**src/common/umc_pkg.sv**
```systemverilog
// Package with register map, field positions and shared types of the modem-control block.
package umc_pkg;
	localparam int unsigned UMC_ADDR_W = 4;
	localparam logic [3:0] UMC_OFS_CONTROL = 4'h0;
	localparam logic [3:0] UMC_OFS_STATUS = 4'h4;
	localparam logic [3:0] UMC_OFS_DIV_LOW = 4'h8;
	localparam logic [3:0] UMC_OFS_DIV_HIGH = 4'hc;
	localparam logic [7:0] UMC_CONTROL_RESET = 8'h00;
	localparam logic [7:0] UMC_DIV_LOW_RESET = 8'h01;
	localparam logic [7:0] UMC_DIV_HIGH_RESET = 8'h00;
	localparam logic [1:0] UMC_SEL_RESET = 2'h0;
	localparam logic [1:0] UMC_SEL_GENERAL_OUT = 2'h0;
	localparam int unsigned UMC_BIT_DTR = 0;
	localparam int unsigned UMC_BIT_RTS = 1;
	localparam int unsigned UMC_BIT_OUT_ONE = 2;
	localparam int unsigned UMC_BIT_OUT_TWO = 3;
	localparam int unsigned UMC_BIT_LOOP = 4;
	localparam int unsigned UMC_BIT_AUTOFLOW = 5;
	localparam int unsigned UMC_DIV_W = 16;
	localparam int unsigned UMC_OVERSAMPLE = 16;

	// Modem lines as seen by the status logic, one bit each, active high.
	typedef struct packed {
		logic carrier_detect;
		logic ring;
		logic data_set_ready;
		logic clear_to_send;
	} umc_modem_in_t;

	// Flow mode decoded from the control register.
	typedef enum logic [2:0] {
		UMC_FLOW_OFF = 3'b001,
		UMC_FLOW_CTS_ONLY = 3'b010,
		UMC_FLOW_FULL = 3'b100
	} umc_flow_t;
endpackage

```
**src/rtl/umc_top.sv**
```systemverilog
// Modem control, modem status, loopback and baud generator of one serial channel.
// What this block does
// - Control bit 0 drives data-terminal-ready, bit 1 drives request-to-send.
// - Control bit 2 drives no output pin; it is looped back as ring in loopback.
// - Bit 3 low: interrupt tristated, general output high; high: driven, low.
// - General output reaches multi-function pin only when select field is 00.
// - Loopback holds serial out high, ignores serial in, feeds transmit to receive.
// - Loopback cuts modem inputs, routes outputs to them, forces output pins high.
// - Loopback modem interrupt sources come from low four control bits.
// - Bits 5 and 1 select full autoflow, clear-to-send only, or none.
// - Reading status clears the change bits, except a change arriving with the read.
// - Status bit 0 flags clear-to-send change; interrupts only without autoflow.
// - Status bit 1 flags data-set-ready change and may raise an interrupt.
// - Status bit 2 flags ring trailing edge and may raise an interrupt.
// - Status bit 3 flags carrier-detect change and may raise an interrupt.
// - Status bits 4 to 7 are complemented clear-to-send, ready, ring, carrier.
// - In loopback status bits 4 to 7 equal control bits 1, 0, 2, 3.
// - Baud generator divides clock by 1 to 65535 giving sixteen times baud.
// - Two byte latches form the divisor; writing either reloads the counter.
//
// Design decisions made here: the register offsets and the Wishbone interface to the registers.
`timescale 1ns/1ps
module umc_top
	import umc_pkg::*;
(
	input wire logic i_clk,
	input wire logic i_rst,
	input wire logic i_wb_cyc,
	input wire logic i_wb_stb,
	input wire logic i_wb_we,
	input wire logic [umc_pkg::UMC_ADDR_W-1:0] i_wb_adr,
	input wire logic [31:0] i_wb_dat,
	input wire logic [3:0] i_wb_sel,
	output logic [31:0] o_wb_dat,
	output logic o_wb_ack,
	input wire logic i_cts_n,
	input wire logic i_dsr_n,
	input wire logic i_ri_n,
	input wire logic i_dcd_n,
	output logic o_dtr_n,
	output logic o_rts_n,
	input wire logic i_serial_in,
	input wire logic i_tsr_out,
	output logic o_serial_out,
	output logic o_rsr_in,
	input wire logic i_irq_req,
	input wire logic i_modem_irq_en,
	input wire logic [1:0] i_alt_select,
	output logic o_irq,
	output logic o_irq_oe_n,
	output logic o_multi_function_pin,
	output logic o_modem_irq,
	output logic o_auto_rts_en,
	output logic o_auto_cts_en,
	output logic o_loopback,
	output logic o_baud_tick
);
	import umc_pkg::*;

	logic [7:0] control;
	logic [7:0] div_low;
	logic [7:0] div_high;
	logic [3:0] change;
	logic [7:0] status_value;
	logic bus_req;
	logic wr_en;
	logic rd_status;
	logic div_written;
	logic loop_on;
	logic general_out;
	umc_modem_in_t lines;
	umc_flow_t flow;

	assign bus_req = i_wb_cyc & i_wb_stb & ~o_wb_ack;
	assign wr_en = bus_req & i_wb_we & i_wb_sel[0];
	assign loop_on = control[UMC_BIT_LOOP];

	// One wait-free answer per request; the ack drops the following cycle.
	always_ff @(posedge i_clk)
	begin
		if (i_rst)
			o_wb_ack <= 1'b0;
		else
			o_wb_ack <= bus_req;
	end

	always_ff @(posedge i_clk)
	begin
		if (i_rst)
			control <= UMC_CONTROL_RESET;
		else if (wr_en && i_wb_adr == UMC_OFS_CONTROL)
			control <= {2'b00, i_wb_dat[5:0]};
	end

	always_ff @(posedge i_clk)
	begin
		if (i_rst)
		begin
			div_low <= UMC_DIV_LOW_RESET;
			div_high <= UMC_DIV_HIGH_RESET;
		end
		else if (wr_en && i_wb_adr == UMC_OFS_DIV_LOW)
			div_low <= i_wb_dat[7:0];
		else if (wr_en && i_wb_adr == UMC_OFS_DIV_HIGH)
			div_high <= i_wb_dat[7:0];
	end

	// The counter reloads one cycle after the latch write, from the new value.
	always_ff @(posedge i_clk)
	begin
		if (i_rst)
			div_written <= 1'b0;
		else
			div_written <= wr_en && (i_wb_adr == UMC_OFS_DIV_LOW
				|| i_wb_adr == UMC_OFS_DIV_HIGH);
	end

	assign rd_status = bus_req & ~i_wb_we & (i_wb_adr == UMC_OFS_STATUS);

	// Active-high modem input view; in loopback the control bits stand in.
	always_comb
	begin
		if (loop_on)
		begin
			lines.clear_to_send = control[UMC_BIT_RTS];
			lines.data_set_ready = control[UMC_BIT_DTR];
			lines.ring = control[UMC_BIT_OUT_ONE];
			lines.carrier_detect = control[UMC_BIT_OUT_TWO];
		end
		else
		begin
			lines.clear_to_send = ~i_cts_n;
			lines.data_set_ready = ~i_dsr_n;
			lines.ring = ~i_ri_n;
			lines.carrier_detect = ~i_dcd_n;
		end
	end

	umc_change_det u_change
	(
		.i_clk(i_clk),
		.i_rst(i_rst),
		.i_lines(lines),
		.i_clear(rd_status),
		.o_change(change)
	);

	assign status_value = {lines.carrier_detect, lines.ring, lines.data_set_ready,
		lines.clear_to_send, change};

	// Read data is registered with the ack; unmapped offsets read as zero.
	always_ff @(posedge i_clk)
	begin
		if (i_rst)
			o_wb_dat <= 32'h0000_0000;
		else if (bus_req && !i_wb_we)
		begin
			if (i_wb_adr == UMC_OFS_CONTROL)
				o_wb_dat <= {24'h00_0000, control};
			else if (i_wb_adr == UMC_OFS_STATUS)
				o_wb_dat <= {24'h00_0000, status_value};
			else if (i_wb_adr == UMC_OFS_DIV_LOW)
				o_wb_dat <= {24'h00_0000, div_low};
			else if (i_wb_adr == UMC_OFS_DIV_HIGH)
				o_wb_dat <= {24'h00_0000, div_high};
			else
				o_wb_dat <= 32'h0000_0000;
		end
	end

	always_comb
	begin
		if (!control[UMC_BIT_AUTOFLOW])
			flow = UMC_FLOW_OFF;
		else if (control[UMC_BIT_RTS])
			flow = UMC_FLOW_FULL;
		else
			flow = UMC_FLOW_CTS_ONLY;
	end

	assign o_auto_rts_en = (flow == UMC_FLOW_FULL);
	assign o_auto_cts_en = (flow != UMC_FLOW_OFF);
	assign o_loopback = loop_on;

	// Clear-to-send change is not an interrupt source while autoflow runs.
	assign o_modem_irq = i_modem_irq_en & (change[3] | change[2] | change[1]
		| (change[0] & (flow == UMC_FLOW_OFF)));

	assign o_dtr_n = loop_on ? 1'b1 : ~control[UMC_BIT_DTR];
	assign o_rts_n = loop_on ? 1'b1 : ~control[UMC_BIT_RTS];

	// The general output and the interrupt enable are forced inactive while looped back.
	assign general_out = loop_on ? 1'b1 : ~control[UMC_BIT_OUT_TWO];
	assign o_irq = i_irq_req;
	assign o_irq_oe_n = ~control[UMC_BIT_OUT_TWO] | loop_on;
	assign o_multi_function_pin = (i_alt_select == UMC_SEL_GENERAL_OUT)
		? general_out : 1'b1;

	assign o_serial_out = loop_on ? 1'b1 : i_tsr_out;
	assign o_rsr_in = loop_on ? i_tsr_out : i_serial_in;

	umc_baud_gen #(
		.DIV_W(UMC_DIV_W)
	) u_baud
	(
		.i_clk(i_clk),
		.i_rst(i_rst),
		.i_divisor({div_high, div_low}),
		.i_reload(div_written),
		.o_tick(o_baud_tick)
	);
endmodule

```
**src/rtl/umc_baud_gen.sv**
```systemverilog
// Baud generator that divides the clock by a 16-bit divisor into a 16x enable pulse.
`timescale 1ns/1ps
module umc_baud_gen
	import umc_pkg::*;
#(
	parameter int unsigned DIV_W = umc_pkg::UMC_DIV_W
)
(
	input wire logic i_clk,
	input wire logic i_rst,
	input wire logic [DIV_W-1:0] i_divisor,
	input wire logic i_reload,
	output logic o_tick
);
	logic [DIV_W-1:0] count;

	initial
	begin
		if (DIV_W < 2)
			$error("umc_baud_gen: divisor width too small");
	end

	// A divisor of zero is treated as one so the enable never stops.
	always_ff @(posedge i_clk)
	begin
		if (i_rst)
		begin
			count <= '0;
			o_tick <= 1'b0;
		end
		else if (i_reload)
		begin
			count <= i_divisor;
			o_tick <= 1'b0;
		end
		else if (count <= {{(DIV_W-1){1'b0}}, 1'b1})
		begin
			count <= i_divisor;
			o_tick <= 1'b1;
		end
		else
		begin
			count <= count - {{(DIV_W-1){1'b0}}, 1'b1};
			o_tick <= 1'b0;
		end
	end
endmodule

```
**src/rtl/umc_change_det.sv**
```systemverilog
// Sticky change detector for the four modem inputs, cleared by a status read.
`timescale 1ns/1ps
module umc_change_det
	import umc_pkg::*;
(
	input wire logic i_clk,
	input wire logic i_rst,
	input wire umc_pkg::umc_modem_in_t i_lines,
	input wire logic i_clear,
	output logic [3:0] o_change
);
	umc_modem_in_t last;
	logic [3:0] event_now;

	always_comb
	begin
		event_now[0] = i_lines.clear_to_send ^ last.clear_to_send;
		event_now[1] = i_lines.data_set_ready ^ last.data_set_ready;
		event_now[2] = last.ring & ~i_lines.ring;
		event_now[3] = i_lines.carrier_detect ^ last.carrier_detect;
	end

	always_ff @(posedge i_clk)
	begin
		if (i_rst)
			last <= '0;
		else
			last <= i_lines;
	end

	// A change arriving with the read is kept so no edge is lost.
	always_ff @(posedge i_clk)
	begin
		if (i_rst)
			o_change <= 4'h0;
		else if (i_clear)
			o_change <= event_now;
		else
			o_change <= o_change | event_now;
	end
endmodule

```
**config.mk**
```make
export PLATFORM = sky130hd
export DESIGN_NAME = umc_top
export DESIGN_NICKNAME = d
export VERILOG_FILES = /design/src/common/umc_pkg.sv /design/src/rtl/umc_top.sv /design/src/rtl/umc_baud_gen.sv /design/src/rtl/umc_change_det.sv
export SDC_FILE = /design/constraint.sdc
export NUM_CORES = 1
export LEC_CHECK = 0
export BUFFER_PORTS_ARGS = -buffer_cell sky130_fd_sc_hd__buf_2
export CORE_ASPECT_RATIO = 0.75
export CORE_UTILIZATION = 50
export CTS_CLUSTER_DIAMETER = 200
export CTS_CLUSTER_SIZE = 28
export DETAILED_ROUTE_END_ITERATION = 8
export GPL_TIMING_DRIVEN = 0
export HOLD_SLACK_MARGIN = 0.1
export PLACE_DENSITY = 0.84
export SYNTH_ARGS = -nofsm -noshare
export SYNTH_HDL_FRONTEND = slang
export SYNTH_SLANG_ARGS = --single-unit
```
**constraint.sdc**
```tcl
create_clock -name i_clk -period 1.9 [get_ports i_clk]
set_input_delay 0.38 -clock i_clk [delete_from_list [all_inputs] [get_ports i_clk]]
set_output_delay 0.38 -clock i_clk [all_outputs]
set_load 0.02 [all_outputs]
```
==> results of run 1 <==
## metrics by stage
| stage | hold slack, ns | setup WS, ns | power (mW) |
|---|---|---|---|
| 3_5_place_dp | 0.4277 | -0.1093 | 2.861 |
| 3_3_place_gp | 0.4276 | -0.1296 | 2.808 |
| 2_1_floorplan | 0.3985 | 0.1978 | 2.581 |
| 5_1_grt | 0.3190 | 0.009470 | 4.321 |
| 4_1_cts | 0.3029 | 0.01289 | 3.988 |
| 6_report | 0.3206 | 0.09528 | 4.095 |
## cells in the mapped netlist, types with 2 or more instances
cell type / instances
and3_1: 2
nand2_1: 27
nor2b_1: 3
buf_2: 3
nor3_1: 8
nor2_1: 47
mux2i_1: 14
a22oi_1: 7
a211oi_1: 14
mux4_2: 4
o21ai_0: 8
a21oi_1: 18
or3_1: 2
nor4_4: 2
nand4_1: 2
clkbuf_1: 12
xor2_1: 4
buf_4: 25
dfxtp_1: 57
xnor2_1: 12
nor4_1: 2
nand2b_1: 4
inv_1: 6
ha_1: 2
and2_1: 2
nand3_1: 15
nand3b_1: 2
## routing by layer
layer / track usage, % / vias up
met2: 37.31 / 152
met5: 0 / -
met4: 7.056 / 0
met1: 34.81 / 1174
li1: - / 1217
met3: 9.170 / 18
## placed cells by master (no fill, tap or decap), drive strengths merged, types with 2 or more instances in the layout
cell    count
nor2b       3
o21ai       8
and2        2
clkbuf     24
nand2      27
conb       24
mux4        4
nand4       2
nor2       47
inv         6
nand3      16
ha          2
clkinv      2
nor4        4
dfxtp      57
xor2        4
nand2b      4
mux2i      14
buf        77
a211oi     15
a22oi       7
nand3b      2
xnor2      12
a21oi      18
or3         2
and3        3
nor3        8
## worst max-delay path, cell delays in order (launching register included)
cell      delay (ns)
dfxtp_2         0.34
buf_6           0.14
nand2b_1        0.15
or3_1           0.30
buf_2           0.16
## state kept, by name, indices dropped and copies added (netlist names)
| name | flops |
|---|---|
| control | 6 |
| o_wb_ack | 1 |
| u_baud.o_tick | 1 |
| div_high | 8 |
| o_wb_dat | 8 |
| u_change.last | 4 |
| div_written | 1 |
| div_low | 8 |
| u_change.o_change | 4 |
| u_baud.count | 16 |
## cell type report
| type | count | area, um2 |
|---|---|---|
| inverters | 6 | 22.52 |
| plain buffers | 41 | 270.3 |
| clock inverters | 3 | 40.04 |
| multi-input cells | 238 | 1494 |
| fillers | 460 | 1901 |
| flip-flops and latches | 57 | 1142 |
| well taps | 75 | 93.84 |
| clock buffers | 13 | 148.9 |
| repair buffers | 47 | 240.2 |
## worst min path at each step
| stage | end | cells past startpoint | slack, ns | start |
|---|---|---|---|---|
| finish | div_high[6] | 3 | 0.32 | i_wb_dat[6] |
| global route | div_high[6] | 3 | 0.32 | i_wb_dat[6] |
| CTS | div_high[6] | 3 | 0.30 | i_wb_dat[6] |
| floorplan | u_baud.o_tick | 1 | 0.40 | div_written |
| detailed placement | u_baud.o_tick | 1 | 0.43 | div_written |
| global placement | u_baud.o_tick | 1 | 0.43 | div_written |
## kinds of logic (layout without fill, tap and decap cells)
logic type      after synthesis  in the layout  share of synthesized area, %
simple gates                125            125                         22.53
mux                          19             19                         8.662
buf+inv                      47            110                         9.829
other cells                   1             24                        0.1345
compound gates               52             52                         11.98
xor+xnor                     16             16                         5.027
fa+ha+maj                     2              2                        0.8975
flops                        57             57                         40.93
## power by group
part / switching, mW / internal, mW
sequential: 0.200 / 1.37
clock: 0.458 / 0.638
combinational: 0.795 / 0.633
## timing repair
item	4_1_cts	5_1_grt
resized for setup	5	13
setup endpoints to repair	12	43
setup buffers	0	2
pin swaps	0	2
==> qor_table.md, run 1 <==
| Step | Quantity | Reported |
|:---|:---|:---|
| logic synthesis | Warnings from Yosys | 0 |
| layout | Final core occ | 64.49% |
| critical path | Setup CP Type | reg2out |
| drt | Wire length on met3 | 754 um |
| die | Chip height | 66.67 um |
| critical path | Launch point of the worst reg-to-reg path | u_baud.count[8] |
| logic synthesis | Ys flop type | dfxtp_1 |
| global route | Final global-route overflow total | 0 |
| drt | Wl on met1 | 3127 um |
| logic synthesis | Mapped Avg Cell Area | 8.739 um2 |
| placed design | Input/output buffers | 45 |
| logic synthesis | Mapped Cells | 319 |
| global route | Global-route usage over all layers | 25.39% |
| timing | Sum of negative setup slack | 0 ns |
| clock network | # H-tree levels | 3 |
| layout | Share of post-route cells with drive strength above 1 | 27.41% |
| clock network | Max clock buf depth | 2 |
| die | Initial core utilization | 52.08% |
| logic synthesis | Count of flip-flops with a built-in enable after synthesis | 0 |
| layout | Layout Area Growth over Synthesis | 23.83% |
| placed design | Cell area after placement | 0.003193 mm2 |
| drt | Total met2 wirelength after detailed routing | 3165 um |
| timing | Final Max Tran Viols | 0 |
| placed design | Number of instances in the placed design | 462 |
| logic synthesis | Sequential-to-total area share from yosys stat | 40.93% |
| global route | Number of global-route vias before repair | 2240 |
| placed design | Routability congestion estimate from global placement | 0.9178 |
| logic synthesis | Top cells by area in the synthesized netlist | dfxtp_1 41%, buf_4 6.7%, nor2_1 6.3% |
| die | Num ports | 100 |
| drt | Average vias per placed instance | 5.335 |
| logic synthesis | Proportion of synthesized flip-flops having asynchronous set or reset | 0% |
| logic synthesis | Netlist Area Pre-Place | 0.002788 mm2 |
| hold path | Hold WC Path Type | in2reg |
| power and ir drop | Worst vdd rail ir drop | 776.0 uV |
| outcome | Outcome | complete, no violations |
| logic synthesis | Yosys top cell by area | dfxtp_1 |
| critical path | Critical path data required time | 1.52 ns |
| timing | Worst slew margin relative to its limit | 61.60% |
| die | Core area | 0.005353 mm2 |
| drt | Final routed wire length divided by cell count | 14.90 um |
| clock network | CTS clk-pin slew, worst paths | 0.06 ns |
| timing | Setup repair after global routing missed its margin | no |
| clock network | Num CTS Buffers | 9 |
| critical path | Signal arrival time at the worst endpoint | 1.42 ns |
| timing | Peak Freq | 554.1 MHz |
| critical path | Capture point of the worst path | o_multi_function_pin |
| power and ir drop | Leakage dissipation | 1.514 nW |
| drt | Top layer reached by signal wires | met4 |
| drt | Post-DRT Antenna Nets | 0 |
| flow run | Number of maximum-capacitance violations | 0 |
| drt | Total routed wirelength | 7154 um |
| timing | Transition at the pin with the smallest max-transition slack | 0.5707 ns |
| drt | DRC violation total after the first TritonRoute iteration | 271 |
| critical path | Source of the critical timing path | control[4] |
| logic synthesis | Fraction of post-synthesis cell area in the top cell type by area | 40.93% |
| drt | 1st-pass router iterations | 5 |
| layout | Non-filler cells, final | 480 |
| timing | Portion of the clock cycle consumed by the worst path in the final layout | 94.99% |
| die | Rows | 23 |
| power and ir drop | Pwr dens | 1186 mW/mm2 |
| logic synthesis | Total of flip-flops plus latches after synthesis | 57 |
| timing | Worst clock skew | 0.008353 ns |
| critical path | Largest fanout of any net on the critical path | 10 |
| timing | Final count of negative-setup-slack endpoints | 0 |
| global route | Global-route wire length before repair | 10920 um |
| critical path | Capture point of the worst reg-to-reg path | u_baud.count[15] |
| timing | Final Hold Fails | 0 |
| drt | DRC viols | 0 |
| clock network | TritonCTS clock tree | done |
| logic synthesis | Cell variety after synth | 42 |
| drt | Detailed-route via count | 2561 |
| clock network | Number of buffers inserted by hold repair at cts | 0 |
| clock network | Root buffer cell | clkbuf_8 |
| layout | # diodes | 0 |
| layout | Design area | 0.003452 mm2 |
| global route | Number of antenna violations at the first check in global routing | 0 |
| global route | Pin count of the biggest net entering global routing | 11 |
| critical path | Worst setup slack for register-to-register paths | 0.12 ns |
| placed design | Estimated wirelength of the detail-placed design | 5196 um |
| die | Die ar. | 0.005881 mm2 |
| critical path | Crit path capture type | output pin |
| die | Die extent in x | 88.22 um |
| clock network | Skew-Pair Late Insertion Delay | 0.34 ns |
| timing | Tmin final | 1.805 ns |
| critical path | FF-to-FF path depth | 5 |
| critical path | Category of the worst setup path launch point | register |
| layout | Nets | 457 |
| clock network | Clock sinks | 57 |
No activity file was read; power rests on OpenSTA's default activity.
==> run 2: changes to the inputs <==
==> constraint.sdc (replaced) <==
create_clock -name i_clk -period 1.9 [get_ports i_clk]
set_input_delay 0.38 -clock i_clk [delete_from_list [all_inputs] [get_ports i_clk]]
set_output_delay 0.38 -clock i_clk [all_outputs]
set_load 0.05 [all_outputs]
==> qor_table.md, run 2 (synthesis gave the netlist of run 1 again) <==
| Step | Quantity | Reported | Delta |
|:---|:---|:---|:---|
| clock network | Root buffer cell | clkbuf_8 |  |
| clock network | CTS clk-pin slew, worst paths | 0.06 ns | about the same |
| layout | Number of filler cells placed in the layout | 462 | +0.43% |
| clock network | Max clock buf depth | 2 | unchanged |
| layout | Area occupied by multi-input gates | 0.001488 mm2 | -0.42% |
| timing | Tmin final | 1.827 ns | +0.02263 ns |
| placed design | Routability congestion estimate from global placement | 0.9133 | -0.49% |
| die | Die ar. | 0.005881 mm2 | unchanged |
| outcome | Outcome | complete, no violations |  |
| drt | Total routed wirelength | 6783 um | -5.2% |
| drt | DRC violation total after the first TritonRoute iteration | 190 | -30% |
| drt | Top layer reached by signal wires | met4 |  |
| drt | Average vias per placed instance | 5.150 | -3.5% |
| die | Die extent in x | 88.22 um | unchanged |
| global route | Final global-route overflow total | 0 | unchanged |
| layout | Most frequent cells in the layout | 56 x dfxtp_1, 47 x nor2_1, 45 x buf_2 |  |
| global route | Number of global-route vias before repair | 2149 | -4.1% |
| drt | Post-DRT Antenna Nets | 0 | unchanged |
| critical path | Gate family responsible for the most delay along the worst path | simple AND/OR/NAND/NOR gates |  |
| layout | Most frequent standard cell in the layout excluding fill and tap cells | dfxtp_1 |  |
| clock network | TritonCTS clock tree | done |  |
| global route | Pin count of the biggest net entering global routing | 13 | +2 |
| global route | Global-route usage over all layers | 24.53% | -0.86 points |
| power and ir drop | Worst vdd rail ir drop | 750.8 uV | -3.2% |
| layout | Register ranked first by flip-flop count | u_baud.count |  |
| layout | Max reg flops | 16 | unchanged |
| placed design | Input/output buffers | 45 | unchanged |
| global route | Number of antenna violations at the first check in global routing | 0 | unchanged |
| drt | 1st-pass router iterations | 6 | +1 |
| critical path | Worst path cell trace | nand2b_2 -> or3_4 -> clkbuf_4 |  |
| placed design | Estimated wirelength of the detail-placed design | 5046 um | -2.9% |
| timing | Transition at the pin with the smallest max-transition slack | 0.5630 ns | -0.007631 ns |
| critical path | Signal arrival time at the worst endpoint | 1.45 ns | +0.03 ns |
| timing | Final Hold Fails | 0 | unchanged |
| clock network | Num CTS Buffers | 9 | unchanged |
| placed design | Cell area after placement | 0.003202 mm2 | +0.27% |
| die | Initial core utilization | 52.08% | unchanged |
| die | Num ports | 100 | unchanged |
| timing | Hold slack | 0.3115 ns | -0.009084 ns |
| critical path | Critical path data required time | 1.52 ns | about the same |
| drt | DRC viols | 0 | unchanged |
| timing | Final count of negative-setup-slack endpoints | 0 | unchanged |
| drt | Wire length on met3 | 607 um | -19% |
| layout | Design area | 0.003420 mm2 | -0.94% |
| global route | Global-route wire length before repair | 10520 um | -3.6% |
| critical path | Critical Path Max Stage Delay | 0.40 ns | +0.06 ns |
| layout | Nets | 456 | -0.22% |
| timing | Final Max Tran Viols | 0 | unchanged |
| layout | # diodes | 0 | unchanged |
| drt | Wl on met1 | 3233 um | +3.4% |
| critical path | Number of buffers and inverters on the critical path | 1 | -1 |
| clock network | Number of buffers inserted by hold repair at cts | 0 | unchanged |
| timing | Portion of the clock cycle consumed by the worst path in the final layout | 96.18% | +1.2 points |
| critical path | Crit path capture type | output pin |  |
| drt | Final routed wire length divided by cell count | 14.16 um | -5.0% |
| timing | Setup repair after global routing missed its margin | yes |  |
| power and ir drop | Leakage dissipation | 1.500 nW | -0.92% |
| drt | Detailed-route via count | 2467 | -3.7% |
| clock network | Clock sinks | 57 | unchanged |
| layout | Area taken by flip-flops and latches | 0.001145 mm2 | +0.22% |
| timing | Peak Freq | 547.2 MHz | -1.2% |
| placed design | Placement-stage worst setup slack | -0.1937 ns | -0.08442 ns |
| clock network | Skew-Pair Late Insertion Delay | 0.34 ns | about the same |
| layout | Layout Area Growth over Synthesis | 22.67% |  |
| critical path | Cell at the slowest stage of the critical path | dfxtp_4 |  |
| critical path | Largest fanout of any net on the critical path | 12 | +2 |
| timing | Final WS setup | 0.07265 ns | -0.02263 ns |
| critical path | Category of the worst setup path launch point | register |  |
| layout | Share of post-route cells with drive strength above 1 | 27.48% | +0.068 points |
| layout | Final core occ | 63.89% | -0.61 points |
| flow run | Number of maximum-capacitance violations | 0 | unchanged |
| critical path | Setup CP Type | reg2out |  |
| die | Rows | 23 | unchanged |
| power and ir drop | Pwr dens | 1173 mW/mm2 | -1.1% |
| die | Core area | 0.005353 mm2 | unchanged |
| hold path | Hold WC Path Type | in2reg |  |
| drt | Total met2 wirelength after detailed routing | 2873 um | -9.2% |
| die | Chip height | 66.67 um | unchanged |
| clock network | # H-tree levels | 3 | unchanged |
| timing | Worst slew margin relative to its limit | 62.46% | +0.86 points |
| timing | Worst clock skew | 0.004430 ns | -0.003923 ns |
[run 2: area by class of cell]
class | count | share of cell area [%]
clock inverters | 3 | 0.4391
multi-input cells | 238 | 43.51
flip-flops and latches | 57 | 33.48
repair buffers | 47 | 7.098
plain buffers | 40 | 7.428
clock buffers | 13 | 4.647
well taps | 75 | 2.744
inverters | 6 | 0.6586
[run 2: tightest hold or removal path, delay by kind of cell]
kind / cells / cell delay (ns)
buf+inv: 1 / 0.10
mux: 1 / 0.06
simple gates: 1 / 0.07
[run 2: timing repair]
action,in CTS,in global routing
endpoints found under the setup margin,22,32
resized for setup,3,8
gates cloned,0,0
buffers inserted,0,2
pin swaps,1,2
[run 2: path summary, 6_finish.rpt]
path	start	end	slack, ns	depth (start not counted)
min	i_wb_dat[6]	div_high[6]	0.31	3
min reg2reg	o_wb_dat[5]	o_wb_dat[5]	0.45	2
max	control[4]	o_multi_function_pin	0.07	3
max reg2reg	o_wb_ack	control[4]	0.10	6
[run 2: through the flow]
stage / setup TNS (ns) / power [mW] / instances
after floorplan: 0 / 2.668 / 342
after global routing: -0.1009 / 4.257 / 479
after global placement: -0.7955 / 2.895 / 462
after CTS: 0 / 3.978 / 477
final: 0 / 4.012 / 479
after detailed placement: -1.509 / 2.958 / 462
[run 2: per-layer routing]
| layer | track usage [%] | vias up |
|---|---|---|
| li1 | - | 1219 |
| met1 | 34.74 | 1124 |
| met5 | 0 | - |
| met4 | 6.250 | 0 |
| met3 | 8.426 | 10 |
| met2 | 35.29 | 114 |
[run 2: report_power, final]
group | switching (mW) | internal [mW]
Combinational | 0.845 | 0.612
Clock | 0.445 | 0.537
Sequential | 0.203 | 1.37
==> run 3: changes to the inputs <==
--- a/config.mk
+++ b/config.mk
@@ -13,7 +13,7 @@
 export DETAILED_ROUTE_END_ITERATION = 8
 export GPL_TIMING_DRIVEN = 0
 export HOLD_SLACK_MARGIN = 0.1
-export PLACE_DENSITY = 0.84
+export PLACE_DENSITY = 0.8
 export SYNTH_ARGS = -nofsm -noshare
 export SYNTH_HDL_FRONTEND = slang
 export SYNTH_SLANG_ARGS = --single-unit
==> qor_table.md, run 3 (synthesis gave the netlist of run 1 again) <==
| Step | Quantity | Reported | Delta |
|:---|:---|:---|:---|
| power and ir drop | Relative contribution of the clock network to total power | 24.8% | +0.3 points |
| critical path | Cell at the slowest stage of the critical path | dfxtp_4 |  |
| clock network | Num CTS Buffers | 9 | unchanged |
| timing | Transition at the pin with the smallest max-transition slack | 0.6441 ns | +0.08109 ns |
| critical path | Worst path cell trace | nand2b_2 -> or3_4 -> buf_2 |  |
| layout | Most frequent cells in the layout | 56 x dfxtp_1, 47 x nor2_1, 46 x buf_2 |  |
| clock network | Root buffer cell | clkbuf_8 |  |
| die | Rows | 23 | unchanged |
| timing | Worst clock skew | 0.01170 ns | +0.007271 ns |
| clock network | CTS clk-pin slew, worst paths | 0.06 ns | about the same |
| clock network | Number of buffers inserted by hold repair at cts | 0 | unchanged |
| power and ir drop | Pwr dens | 1182 mW/mm2 | +0.75% |
| layout | Nets | 457 | +0.22% |
| drt | Average vias per placed instance | 5.350 | +3.9% |
| drt | Detailed-route via count | 2568 | +4.1% |
| layout | Number of filler cells placed in the layout | 454 | -1.7% |
| timing | Final Hold Fails | 0 | unchanged |
| placed design | Input/output buffers | 45 | unchanged |
| clock network | Max clock buf depth | 2 | unchanged |
| clock network | Skew-Pair Late Insertion Delay | 0.35 ns | about the same |
| layout | Non-filler cells, final | 480 | +0.21% |
| timing | Final Max Tran Viols | 0 | unchanged |
| die | Die ar. | 0.005881 mm2 | unchanged |
| critical path | Crit path capture type | output pin |  |
| drt | DRC violation total after the first TritonRoute iteration | 214 | +13% |
| critical path | Setup CP Type | reg2out |  |
| placed design | Estimated wirelength of the detail-placed design | 5058 um | +0.24% |
| clock network | Clock sinks | 57 | unchanged |
| die | Die extent in x | 88.22 um | unchanged |
| outcome | Outcome | complete, no violations |  |
| die | Num ports | 100 | unchanged |
| drt | 1st-pass router iterations | 5 | -1 |
| critical path | Largest fanout of any net on the critical path | 12 | unchanged |
| power and ir drop | Part of the power in combinational logic | 36.7% | +0.4 points |
| timing | Peak Freq | 541.6 MHz | -1.0% |
| critical path | Critical Path Max Stage Delay | 0.40 ns | about the same |
| power and ir drop | Internal power component | 2.532 mW | +0.52% |
| die | Core area | 0.005353 mm2 | unchanged |
| die | Initial core utilization | 52.08% | unchanged |
| global route | Global-route wire length before repair | 10550 um | +0.27% |
| timing | Worst slew margin relative to its limit | 56.66% | -5.8 points |
| critical path | Gate family responsible for the most delay along the worst path | simple AND/OR/NAND/NOR gates |  |
| power and ir drop | Leakage dissipation | 1.506 nW | +0.44% |
| power and ir drop | Switching power share of the total | 37.70% | +0.48 points |
| global route | Number of global-route vias before repair | 2165 | +0.74% |
| drt | Final routed wire length divided by cell count | 14.35 um | +1.3% |
| layout | # diodes | 0 | unchanged |
| global route | Pin count of the biggest net entering global routing | 13 | unchanged |
| power and ir drop | Sequential share of power | 38.5% | -0.7 points |
| layout | Max reg flops | 16 | unchanged |
| layout | Share of post-route cells with drive strength above 1 | 27.90% | +0.43 points |
| global route | Number of antenna violations at the first check in global routing | 0 | unchanged |
| placed design | Number of instances in the placed design | 462 | unchanged |
| drt | Total routed wirelength | 6888 um | +1.5% |
| layout | Most frequent standard cell in the layout excluding fill and tap cells | dfxtp_1 |  |
| critical path | Number of buffers and inverters on the critical path | 1 | unchanged |
| critical path | Critical path data required time | 1.52 ns | about the same |
| flow run | Number of maximum-capacitance violations | 0 | unchanged |
| timing | Final count of negative-setup-slack endpoints | 0 | unchanged |
| timing | Tmin final | 1.846 ns | +0.01892 ns |
| drt | Post-DRT Antenna Nets | 0 | unchanged |
| layout | Final core occ | 64.24% | +0.35 points |
| placed design | Routability congestion estimate from global placement | 0.9032 | -1.1% |
| layout | Register ranked first by flip-flop count | u_baud.count |  |
| layout | Layout Area Growth over Synthesis | 23.34% |  |
| drt | DRC viols | 0 | unchanged |
| power and ir drop | Switching component of the power | 1.532 mW | +2.6% |
| power and ir drop | Worst vdd rail ir drop | 782.9 uV | +4.3% |
| clock network | TritonCTS clock tree | done |  |
| global route | Global-route usage over all layers | 24.70% | +0.17 points |
| critical path | Category of the worst setup path launch point | register |  |
| timing | Portion of the clock cycle consumed by the worst path in the final layout | 97.17% | +1.0 points |
| die | Chip height | 66.67 um | unchanged |
| critical path | Signal arrival time at the worst endpoint | 1.47 ns | +0.02 ns |
| global route | Final global-route overflow total | 0 | unchanged |
| clock network | # H-tree levels | 3 | unchanged |
| hold path | Hold WC Path Type | in2reg |  |
run 3: changes by cell type in the layout (fill, tap and decap cells not counted):
cell,change
a31oi_2,-1
a31oi_4,+1
buf_2,+1
nor3_1,-1
nor3_2,+1
run 3: what timing repair did:
item / in CTS / in global routing
cloned: 0 / 0
setup buffers: 0 / 3
pin swaps: 0 / 2
resized for setup: 2 / 10
endpoints found under the setup margin: 15 / 39
hold endpoints to repair: 0 / 0
run 3: power groups by stage:
stage | sequential, mW | clock (mW) | combinational [mW]
final | 1.57 | 1.01 | 1.49
after floorplan | 1.55 | 0 | 1.12
after detailed placement | 1.57 | 0 | 1.38
after CTS | 1.55 | 1.02 | 1.42
after global placement | 1.57 | 0 | 1.34
after global routing | 1.59 | 1.08 | 1.63
run 3: per-layer routing:
layer | track usage (%) | part of all wire (%)
met5 | 0 | 0
met2 | 34.71 | 42
met1 | 35.33 | 47
met4 | 6.452 | 1.5
met3 | 8.922 | 9.7
run 3: cell type report:
| class | count | area (um2) | area share [%] |
|---|---|---|---|
| inverter | 6 | 22.52 | 0.6550 |
| clock inverter | 3 | 15.01 | 0.4367 |
| tap | 75 | 93.84 | 2.729 |
| buffer | 40 | 254.0 | 7.387 |
| sequential | 57 | 1145 | 33.30 |
| clock buffer | 13 | 158.9 | 4.622 |
| multi-input combinational | 238 | 1501 | 43.67 |
| timing repair buffer | 48 | 247.7 | 7.205 |
run 3: worst paths after layout:
kind,start,end,slack [ns],cells past startpoint
setup / recovery,control[4],o_multi_function_pin,0.05,3
hold / removal,i_wb_dat[7],div_high[7],0.31,3
setup reg to reg,u_baud.count[0],u_baud.count[14],0.07,8
hold reg to reg,o_wb_dat[4],o_wb_dat[4],0.45,2
run 3: stage by stage:
| step | setup TNS (ns) | worst slack, ns | total power, mW | hold slack [ns] | cell area [um2] |
|---|---|---|---|---|---|
| global placement | -1.032 | -0.1557 | 2.901 | 0.4293 | 3202 |
| finish | 0 | 0.05373 | 4.064 | 0.3100 | 3438 |
| global route | -0.03298 | -0.03062 | 4.291 | 0.3006 | 3438 |
| detailed placement | -1.128 | -0.1098 | 2.945 | 0.4435 | 3202 |
| floorplan | 0 | 0.05231 | 2.668 | 0.3985 | 2883 |
| CTS | 0 | 0.004170 | 3.986 | 0.2925 | 3383 |
run 3: worst reg2reg max path, delay by kind of cell, from the launching register on:
family / cells / cell delay (ns)
adder cells (fa/ha/maj): 1 / 0.25
AO/OA/AOI/OAI: 2 / 0.45
flip-flops: 1 / 0.39
AND/OR/NAND/NOR: 3 / 0.33
buffers and inverters: 2 / 0.32
